**src/solcfg_pkg.sv**
```systemverilog
/*
 * Constants, types and register map for the serial lane output
 * configuration bank. Assumes one clock domain and a 3-wire serial
 * control port driven by the host.
 */
package solcfg_pkg;

	localparam int SOLCFG_ADDR_W = 15;
	localparam int SOLCFG_INSTR_BITS = 16;
	localparam logic [3:0] SOLCFG_INSTR_LAST = 4'hF;
	localparam logic [3:0] SOLCFG_DATA_LAST = 4'h7;

	// register offsets
	localparam logic [14:0] OFS_DENSITY = 15'h0592;
	localparam logic [14:0] OFS_CHECKSUM [4] = '{15'h05A0, 15'h05A2, 15'h05A4, 15'h05A6};
	localparam logic [14:0] OFS_POWER_DOWN = 15'h05B0;
	localparam logic [14:0] OFS_ASSIGN [4] = '{15'h05B2, 15'h05B3, 15'h05B5, 15'h05B6};
	localparam logic [14:0] OFS_SWING = 15'h05BF;
	localparam logic [14:0] OFS_DEEMPH = 15'h05C1;

	// values after reset
	localparam logic [7:0] RST_DENSITY = 8'h80;
	localparam logic [7:0] RST_CHECKSUM [4] = '{8'hC3, 8'hC5, 8'hC7, 8'hC9};
	localparam logic [7:0] RST_POWER_DOWN = 8'hAA;
	localparam logic [7:0] RST_ASSIGN [4] = '{8'h00, 8'h11, 8'h22, 8'h33};
	localparam logic [3:0] RST_SWING = 4'h0;
	localparam logic [7:0] RST_DEEMPH = 8'h00;
	// pin order {select_n, sclk, sdio}; select idles high
	localparam logic [2:0] RST_PINS = 3'h4;

	// field positions
	localparam int POS_DENSITY_FLAG = 7;
	localparam int POS_LANE_STRIDE = 2;
	localparam int POS_ASSIGN_HI = 4;

	typedef enum logic [1:0] {
		SOLCFG_ST_INSTR = 2'b00,
		SOLCFG_ST_WRITE = 2'b01,
		SOLCFG_ST_READ = 2'b10
	} solcfg_state_t;

	typedef struct packed {
		logic [3:0] power_down;
		logic [3:0][2:0] lane_select;
		logic [3:0] swing;
		logic [3:0] deemph_enable;
	} solcfg_ctrl_t;

	typedef struct packed {
		logic high_density_flag;
		logic [4:0] control_words_per_frame;
		logic [3:0][7:0] lane_config_checksum;
	} solcfg_status_t;

endpackage : solcfg_pkg

```
**src/solcfg_regs.sv**
```systemverilog
/*
 * Serial lane output configuration register bank with its 3-wire
 * serial control port slave (select, clock, bidirectional data).
 * Assumes the host's port pins are asynchronous to mclk_in and slow
 * enough to be oversampled, and that link status arrives on mclk_in.
 */
`timescale 1ns/1ps
module solcfg_regs (
	input wire logic mclk_in,
	input wire logic arst_n_in,
	input wire logic spi_select_n_in,
	input wire logic spi_sclk_in,
	input wire logic spi_sdio_in,
	output logic spi_sdio_out,
	output logic spi_sdio_oe_out,
	input solcfg_pkg::solcfg_status_t status_in,
	output solcfg_pkg::solcfg_ctrl_t ctrl_out
);
	import solcfg_pkg::*;

	// pin synchronisers: stage one feeds only stage two
	logic [2:0] sync1;
	logic [2:0] sync2;
	logic [2:0] sync3;
	logic [2:0] pin_filt;
	wire [2:0] pin_agree = ~(sync2 ^ sync3);
	wire [2:0] next_pin_filt = (sync3 & pin_agree) | (pin_filt & ~pin_agree);

	always_ff @(posedge mclk_in or negedge arst_n_in) begin
		if (!arst_n_in) begin
			sync1 <= RST_PINS;
			sync2 <= RST_PINS;
			sync3 <= RST_PINS;
			pin_filt <= RST_PINS;
		end else begin
			sync1 <= {spi_select_n_in, spi_sclk_in, spi_sdio_in};
			sync2 <= sync1;
			sync3 <= sync2;
			pin_filt <= next_pin_filt;
		end
	end

	// edges come from the filtered level, so a one-sample spike never clocks the port
	wire port_idle = pin_filt[2];
	wire sclk_rise = ~port_idle & next_pin_filt[1] & ~pin_filt[1];
	wire sclk_fall = ~port_idle & ~next_pin_filt[1] & pin_filt[1];
	wire sdio_bit = pin_filt[0];

	// serial port state
	solcfg_state_t state;
	logic [3:0] bit_cnt;
	logic [14:0] shift_in;
	logic [14:0] addr;
	logic [7:0] rd_shift;

	wire [15:0] instr_word = {shift_in, sdio_bit};
	wire [7:0] wr_byte = {shift_in[6:0], sdio_bit};
	wire instr_done = sclk_rise && state == SOLCFG_ST_INSTR && bit_cnt == SOLCFG_INSTR_LAST;
	wire byte_done = sclk_rise && state != SOLCFG_ST_INSTR && bit_cnt == SOLCFG_DATA_LAST;
	wire wr_en = byte_done && state == SOLCFG_ST_WRITE;
	wire [14:0] next_addr = addr + 15'h0001;
	// one counter serves both fields: 16 instruction bits, then 8 per data byte
	wire [3:0] next_bit_cnt = (instr_done || byte_done) ? 4'h0 : bit_cnt + 4'h1;

	// registers software owns, then the read-only link mirrors density and checksum
	solcfg_ctrl_t ctrl;
	// upper nibble of each assign register is kept for read-back only
	logic [3:0][3:0] assign_hi;
	logic [7:0] density;
	logic [3:0][7:0] checksum;

	// read path, unmapped addresses read zero
	wire hit_density = addr == OFS_DENSITY;
	wire hit_power = addr == OFS_POWER_DOWN;
	wire hit_swing = addr == OFS_SWING;
	wire hit_deemph = addr == OFS_DEEMPH;
	logic [3:0] hit_assign;
	logic [3:0] hit_checksum;
	logic [3:0][7:0] rd_lane;
	logic [7:0] rd_power;
	logic [7:0] rd_deemph;
	// swing codes pass to the serializer unchanged: all sixteen are legal
	wire [7:0] rd_swing = {4'h0, ctrl.swing};

	genvar gi;
	generate
		for (gi = 0; gi < 4; gi++) begin : g_lane
			assign hit_assign[gi] = addr == OFS_ASSIGN[gi];
			assign hit_checksum[gi] = addr == OFS_CHECKSUM[gi];
			assign rd_lane[gi] = (hit_assign[gi] ? {assign_hi[gi], 1'b0, ctrl.lane_select[gi]} : 8'h00) |
				(hit_checksum[gi] ? checksum[gi] : 8'h00);
			assign rd_power[POS_LANE_STRIDE*gi +: 2] = {1'b1, ctrl.power_down[gi]};
			assign rd_deemph[POS_LANE_STRIDE*gi +: 2] = {1'b0, ctrl.deemph_enable[gi]};
		end
	endgenerate

	wire [7:0] rd_fixed = (hit_density ? density : 8'h00) |
		(hit_power ? rd_power : 8'h00) |
		(hit_swing ? rd_swing : 8'h00) |
		(hit_deemph ? rd_deemph : 8'h00);
	wire [7:0] read_data = rd_fixed | rd_lane[0] | rd_lane[1] | rd_lane[2] | rd_lane[3];

	// write strobes, one per writable register; read-only offsets get none
	wire wr_power = wr_en && hit_power;
	wire wr_deemph = wr_en && hit_deemph;
	wire wr_swing = wr_en && hit_swing;
	wire [3:0] wr_assign = {4{wr_en}} & hit_assign;

	// instruction: read flag then 15-bit address; streams step upward
	// select high aborts at any bit, so a partial byte never reaches a register
	always_ff @(posedge mclk_in or negedge arst_n_in) begin
		if (!arst_n_in) begin
			state <= SOLCFG_ST_INSTR;
			bit_cnt <= 4'h0;
			shift_in <= 15'h0000;
			addr <= 15'h0000;
		end else if (port_idle) begin
			state <= SOLCFG_ST_INSTR;
			bit_cnt <= 4'h0;
		end else if (sclk_rise) begin
			shift_in <= instr_word[14:0];
			bit_cnt <= next_bit_cnt;
			case (state)
				SOLCFG_ST_INSTR: begin
					if (instr_done) begin
						addr <= instr_word[14:0];
						state <= instr_word[15] ? SOLCFG_ST_READ : SOLCFG_ST_WRITE;
					end
				end
				SOLCFG_ST_WRITE, SOLCFG_ST_READ: begin
					if (byte_done) begin
						addr <= next_addr;
					end
				end
				default: begin
					state <= SOLCFG_ST_INSTR;
				end
			endcase
		end
	end

	wire rd_active = !port_idle && state == SOLCFG_ST_READ;
	// first fall of each byte reloads from the map, so streams see the new address
	wire rd_first = bit_cnt == 4'h0;

	// read data leaves on falling clock so the host samples on rising
	always_ff @(posedge mclk_in or negedge arst_n_in) begin
		if (!arst_n_in) begin
			rd_shift <= 8'h00;
			spi_sdio_out <= 1'b0;
			spi_sdio_oe_out <= 1'b0;
		end else if (!rd_active) begin
			spi_sdio_oe_out <= 1'b0;
		end else if (sclk_fall) begin
			spi_sdio_oe_out <= 1'b1;
			if (rd_first) begin
				spi_sdio_out <= read_data[7];
				rd_shift <= {read_data[6:0], 1'b0};
			end else begin
				spi_sdio_out <= rd_shift[7];
				rd_shift <= {rd_shift[6:0], 1'b0};
			end
		end
	end

	// software-written control, driven straight to the serializer
	always_ff @(posedge mclk_in or negedge arst_n_in) begin
		if (!arst_n_in) begin
			for (int i = 0; i < 4; i++) begin
				ctrl.power_down[i] <= RST_POWER_DOWN[POS_LANE_STRIDE*i];
				ctrl.lane_select[i] <= RST_ASSIGN[i][2:0];
				assign_hi[i] <= RST_ASSIGN[i][POS_ASSIGN_HI +: 4];
				ctrl.deemph_enable[i] <= RST_DEEMPH[POS_LANE_STRIDE*i];
			end
			ctrl.swing <= RST_SWING;
		end else begin
			for (int i = 0; i < 4; i++) begin
				if (wr_power) begin
					ctrl.power_down[i] <= wr_byte[POS_LANE_STRIDE*i];
				end
				if (wr_deemph) begin
					ctrl.deemph_enable[i] <= wr_byte[POS_LANE_STRIDE*i];
				end
				if (wr_assign[i]) begin
					ctrl.lane_select[i] <= wr_byte[2:0];
					assign_hi[i] <= wr_byte[POS_ASSIGN_HI +: 4];
				end
			end
			if (wr_swing) begin
				ctrl.swing <= wr_byte[3:0];
			end
		end
	end

	// reserved bits 6:5 are forced low so nothing else can leak into them
	wire [7:0] next_density = {status_in.high_density_flag, 2'b00, status_in.control_words_per_frame};
	wire [3:0][7:0] next_checksum = status_in.lane_config_checksum;

	// read-only link parameters, refreshed every cycle from the link layer
	always_ff @(posedge mclk_in or negedge arst_n_in) begin
		if (!arst_n_in) begin
			density <= RST_DENSITY;
			for (int i = 0; i < 4; i++) begin
				checksum[i] <= RST_CHECKSUM[i];
			end
		end else begin
			density <= next_density;
			checksum <= next_checksum;
		end
	end

	assign ctrl_out = ctrl;

endmodule : solcfg_regs

```
**config.mk**
```make
export PLATFORM = sky130hd
export DESIGN_NAME = solcfg_regs
export DESIGN_NICKNAME = d
export VERILOG_FILES = /design/src/solcfg_pkg.sv /design/src/solcfg_regs.sv
export SDC_FILE = /design/constraint.sdc
export NUM_CORES = 1
export LEC_CHECK = 0
export BUFFER_PORTS_ARGS = -buffer_cell sky130_fd_sc_hd__buf_2
export CORE_AREA = 4 4 170 90
export DETAILED_ROUTE_END_ITERATION = 10
export DIE_AREA = 0 0 174 94
export PLACE_DENSITY_LB_ADDON = 0.3
export REMOVE_ABC_BUFFERS = 1
export SYNTH_ARGS = -nofsm -noshare
export SYNTH_HDL_FRONTEND = slang
export SYNTH_SLANG_ARGS = --single-unit
export TNS_END_PERCENT = 1
```
**constraint.sdc**
```tcl
create_clock -name mclk_in -period 5.68 [get_ports mclk_in]
set_input_delay 0 -clock mclk_in [delete_from_list [all_inputs] [get_ports mclk_in]]
set_output_delay 0 -clock mclk_in [all_outputs]
set_load 0.03 [all_outputs]
```
# Word-level counts from Yosys, hierarchy flattened
# Cells that the tools add are included.
# Widths: inputs -> output; s select.
[word_totals]
reg_bits = 136
ram_bits = 0
latch_bits = 0
out_inout_bits = 26
memories = 0
inputBits = 43
rom_bits = 0
[classes]
n_bitwise = 25
muxes = 27
eq_ne = 21
n_lt_le_gt_ge = 0
n_shift = 0
div = 0
n_addsub = 2
n_reduce_logical = 21
multipliers = 0
[ops]
columns = ["op", "n"]
rows = [
  ["$eq 15x11->1 const B", 12],
  ["$mux 8", 11],
  ["$or 8x8->8", 9],
  ["$mux 15", 2],
  ["$pmux 15 s2", 1],
  ["$mux 4", 4],
  ["$add 15x1->15 const B", 1],
  ["$logic_and 1x1->1", 9],
  ["$mux 2", 4],
  ["$ne 2x2->1 const B", 4],
  ["$or 8x4->8", 1],
  ["$or 8x7->8", 1],
  ["$mux 7", 1],
  ["$and 3x3->3", 2],
  ["$not 3->3", 2],
  ["$reduce_bool 2->1", 3],
  ["$reduce_and 5->1", 1],
  ["$add 4x1->4 const B", 1],
  ["$and 1x1->1", 4],
  ["$and 4x4->4", 1],
  ["$eq 4x3->1 const B", 1],
  ["$eq 4x4->1 const B", 1],
  ["$logic_not 4->1", 1],
  ["$pmux 2 s2", 1],
  ["other kinds (13)", 18],
]

# Depth between registers and ports, before layout
[depth]
ltp_word = 13
ltp_mapped = 8
ltp_nobuf = 7

# Worst setup path after synthesis
# Ideal clock, no wire load.
[synth_path]
path_kind = "reg-to-reg"
from = "register addr[1]"
to = "register ctrl, in the netlist ctrl_out[0]"
slack_ns = 3.306
stages_incl_launch_ff = 9
period_less_slack_ns = 2.374
arrival_time_ns = 2.249
path_cell_list = "dfrtp_1 > inv_1 > ha_1 > clkbuf_1 > or3b_2 > nor4_2 > and3_1 > buf_2 > mux2_2"
[synth_via]
elab_chain_len = 2
[synth_rtl]
columns = ["element", "line_no", "text"]
rows = [
  ["from (decl)", "solcfg_regs.sv:53", "logic [14:0] addr;"],
  ["from (signal assigned)", "solcfg_regs.sv:126", "addr <= instr_word[14:0];"],
  ["from (signal assigned)", "solcfg_regs.sv:132", "addr <= next_addr;"],
  ["$eq 15x11->1", "solcfg_regs.sv:76", "wire hit_deemph = addr == OFS_DEEMPH;"],
  ["$logic_and 1x1->1", "solcfg_regs.sv:105", "wire wr_deemph = wr_en && hit_deemph;"],
  ["to (decl)", "solcfg_regs.sv:66", "solcfg_ctrl_t ctrl;"],
]
# No other way between the ends.
# A chain may end at the register's enable or synchronous reset.

# Final worst setup path
[layout_path]
from = "register state[1]"
to = "register addr[10]"
[layout_via]
elab_chain_len = 5
elab_cells_between_ends = 14
[layout_rtl]
columns = ["element", "line_no", "text"]
rows = [
  ["from (decl)", "solcfg_regs.sv:50", "solcfg_state_t state;"],
  ["from (signal assigned)", "solcfg_regs.sv:127", "state <= instr_word[15] ? SOLCFG_ST_READ : SOLCFG_ST_WRITE;"],
  ["$reduce_bool 2->1 or $logic_not 2->1 (tied branches)", "solcfg_regs.sv:59, solcfg_regs.sv:58, solcfg_regs.sv:123", ""],
  ["$logic_and 1x1->1 (on tied branches) (2 in a row)", "solcfg_regs.sv:59, solcfg_regs.sv:58", ""],
  ["$ne 2x2->1 (no line)", "n/a", ""],
  ["$reduce_and 5->1 (no line)", "n/a", ""],
]
# Several ways; a longest one is shown, not always the timed one.

==> metrics.md <==
| Metric | Value |
|---|---|
| Status | `completed` |
| Final Non-Filler Cells | `between 800 and 900` |
| Actual slew at the worst max-slew pin | `1.04 ns` |
| Area share of the leading cell type in the synthesized netlist | `a little over two fifths` |
| Max Cap Viol | `0` |
| Slowest CP cell | `ha_1` |
| CTS tree | `done` |
| HP Class | `in -> async` |
| Post-synth top cells | `dfrtp_1 (105), nand2_1 (83), a21oi_1 (41)` |
| Critical path launch point type | `register` |
| Global Route Usage Sum | `21.8%` |
| Ratio of cells with drive above 1 in the final layout | `27.8%` |
| Cell Rows | `31` |
| Slew HR | `30.7%` |
| R2r startpoint | `state[1]$_DFFE_PN0P_` |
| Initial Util | `43.6%` |
| Die Y | `94 µm` |
| Post-synth top flop | `dfrtp_1` |
| Cell Area, Placed | `6560 µm²` |
| Final GP Congestion | `0.899` |
| CTS clock-pin slew for the worst setup and hold paths | `0.06 ns` |
| CTS max path bufs | `2` |
| Clock net sink count | `135` |
| Finished Cell Area | `roughly 7600 µm²` |
| Wire length per cell | `20.3 µm` |
| FF+latch count, synth | `135` |
| # resized after CTS | `0` |
| Unique masters post-synth | `59` |
| Vias per cell | `5.90` |
| Crit path buffers/inverters | `1` |
| Die W | `174 µm` |
| Die area | `about 16,000 µm²` |
| Num CTS Buffers | `17` |
| Clk_skew | `between 0.007 and 0.008 ns` |
| Nets | `approximately 700` |
| Asr flop ratio synth | `100%` |
| Worst vdd ir | `0.195 mV` |
| Mean post-synth cell area | `10.8 µm²` |
| Max-slew violations | `0` |
| Setup CP Type | `reg -> reg` |
| Placed cell count | `between 700 and 800` |
| Worst-Skew Late Latency | `0.42 ns` |
| 1st-pass router iterations | `5` |
| Max stage delay on crit path | `about 0.98 ns` |
| Vias in the first global route | `roughly 4,900` |
| H-tree depth | `4` |
| Fillcell total | `~1,200` |
| Post-CTS setup buffers | `0` |
| DRC Markers | `0` |
| Final min period | `roughly 3.2 ns` |
| CP max FO | `35` |
| Routed Antenna Nets | `0` |
| I/O Buffers | `68` |
| Most frequent cell after synthesis | `dfrtp_1` |
| Core Region | `14,000 µm²` |
| Layout area overhead | `24.6%` |
| Crit end category | `register` |
| Yosys top cell by area | `dfrtp_1` |
| First-pass GRT wire length | `27.4 mm` |
| Routed vias | `5,060` |
| YS warnings | `0` |
| Fin util | `54.3%` |
| Max frequency | `a little over 0.3 GHz` |
| Initial antenna violation count | `0` |
| IO Count | `69` |
| Fin Setup TNS | `0 ns` |
| Fin crit share | `around 57%` |
| Worst-path cell chain | `inv_1 > ha_1 > or3b_2 > a211oi_2 > nand2_1 > o22ai_1 > a21oi_1` |
| Largest net degree at the start of global routing | `89` |
| Crit path from | `state[1]$_DFFE_PN0P_` |
| Data arrival, critical path | `3.48 ns` |
| Clock Tree Root | `clkbuf_16` |
| Worst Path Required | `5.93 ns` |
| Final Hold Fails | `0` |
| P_leak | `around 3.4 nW` |
| GR Overflow Total | `0` |
| Top area cells in the synthesized netlist | `dfrtp_1 (43%), dfstp_2 (13%), mux2_2 (7.4%)` |
| CP top delay family | `adder cells` |
| WL final | `17.4 mm` |
| N_diodes | `0` |
| Detailed placement HPWL | `approximately 12 mm` |
| Finish-stage setup viols | `0` |
| Detailed Route Iter0 Violations | `between 500 and 600` |
| Post-synth EDFFs | `0` |
| Min Hold Slack | `0.216 ns` |
| Pwr/cell area | `303 nW/µm²` |
| Cells after synthesis | `565` |
| RSZ-0062 raised after global routing | `no` |
| Seq/Total Area, Yosys | `56.1%` |
| Synthesized area | `~6100 µm²` |
## where the power goes
part	internal [mW]	switching (mW)	total [mW]	leakage (nW)
clock network	0.699	0.421	1.12	0.293
logic	0.0502	0.0549	0.105	1.38
registers	1.00	0.0664	1.07	1.71
## layout make-up
cell class	instances	area, µm²	area share (%)
sequential	135	3420	45.0
multi-input combinational	387	2520	33.2
tap	181	226	2.99
clock inverter	12	153	2.01
inverter	10	37.5	0.495
timing repair buffer	113	790	10.4
clock buffer	19	443	5.84
## path summary, 6_finish.rpt
kind                                           to  slack, ns  cells past startpoint
setup / recovery             addr[10]$_DFFE_PN0P_       2.45                      7
hold / removal                 sync1[1]$_DFF_PN0_       0.22                      2
setup reg to reg             addr[10]$_DFFE_PN0P_       2.45                      7
hold reg to reg                sync2[0]$_DFF_PN0_       0.35                      0
max in group asynchronous     addr[2]$_DFFE_PN0P_       4.31                      3
min in group mclk_in       checksum[11]$_DFF_PN0_       0.22                      2
## per-layer routing
metal,wire length [µm],share of wire [%],global-route usage (%),up-vias
met5,0,0,0,-
met4,160,0.92,5.60,0
met3,2020,12,7.16,20
met2,6820,39,28.1,283
met1,8360,48,34.5,2512
li1,-,-,-,2245
## flip-flops by register name (all words and copies together) (netlist names), named ones only
| register | cells |
|---|---|
| assign_hi | 16 |
| checksum | 32 |
| shift_in | 15 |
| spi_sdio_out | 1 |
| density | 6 |
| sync2 | 3 |
| sync1 | 3 |
| spi_sdio_oe_out | 1 |
| rd_shift | 7 |
| pin_filt | 1 |
| ctrl_out | 24 |
| bit_cnt | 4 |
| addr | 15 |
| sync3 | 3 |
| state | 2 |
## cell families after synthesis
logic type	Yosys count	share of synthesized area, %
DFF	135	56.1
xor gates and xnor gates	1	0.144
muxes	45	8.24
adders and majority gates	11	2.18
and+or+nand+nor	209	17.6
buffers and inverters	43	2.71
AOI/OAI and AO/OA	121	13.0
## repair_timing
item	4_1_cts	5_1_grt
endpoints found under the setup margin	0	0
endpoints found under the hold margin	108	0
hold buffers	42	0
## metrics by stage
stage / setup WS, ns / power, mW
floorplan: 2.39 / 1.09
global placement: 2.45 / 1.16
detailed placement: 2.25 / 1.17
CTS: 2.24 / 2.31
global route: 2.18 / 2.37
finish: 2.45 / 2.30
## placed cells by master, fill, tap and decap left out, types with 7 or more instances in the layout
master	netlist	routed
a21oi_1	41	41
o21ai_0	17	17
clkbuf_16	0	17
mux2_2	40	40
nor3_1	9	9
a31oi_1	9	9
nand3_1	25	25
dfstp_2	30	30
dlygate4sd3_1	0	42
inv_1	10	10
nand4_1	7	7
nand2_1	83	83
nor2_1	35	35
dfrtp_1	105	105
o22ai_1	10	10
a22oi_1	10	10
ha_1	9	9
buf_2	3	67
## worst register-to-register path, cell delays in order, from the launching register on
cell and delay (ns):
dfrtp_1 0.35, inv_1 0.08, ha_1 0.98, or3b_2 0.56
a211oi_2 0.56, nand2_1 0.29, o22ai_1 0.18, a21oi_1 0.06
Power figures use the tool's default switching activity.
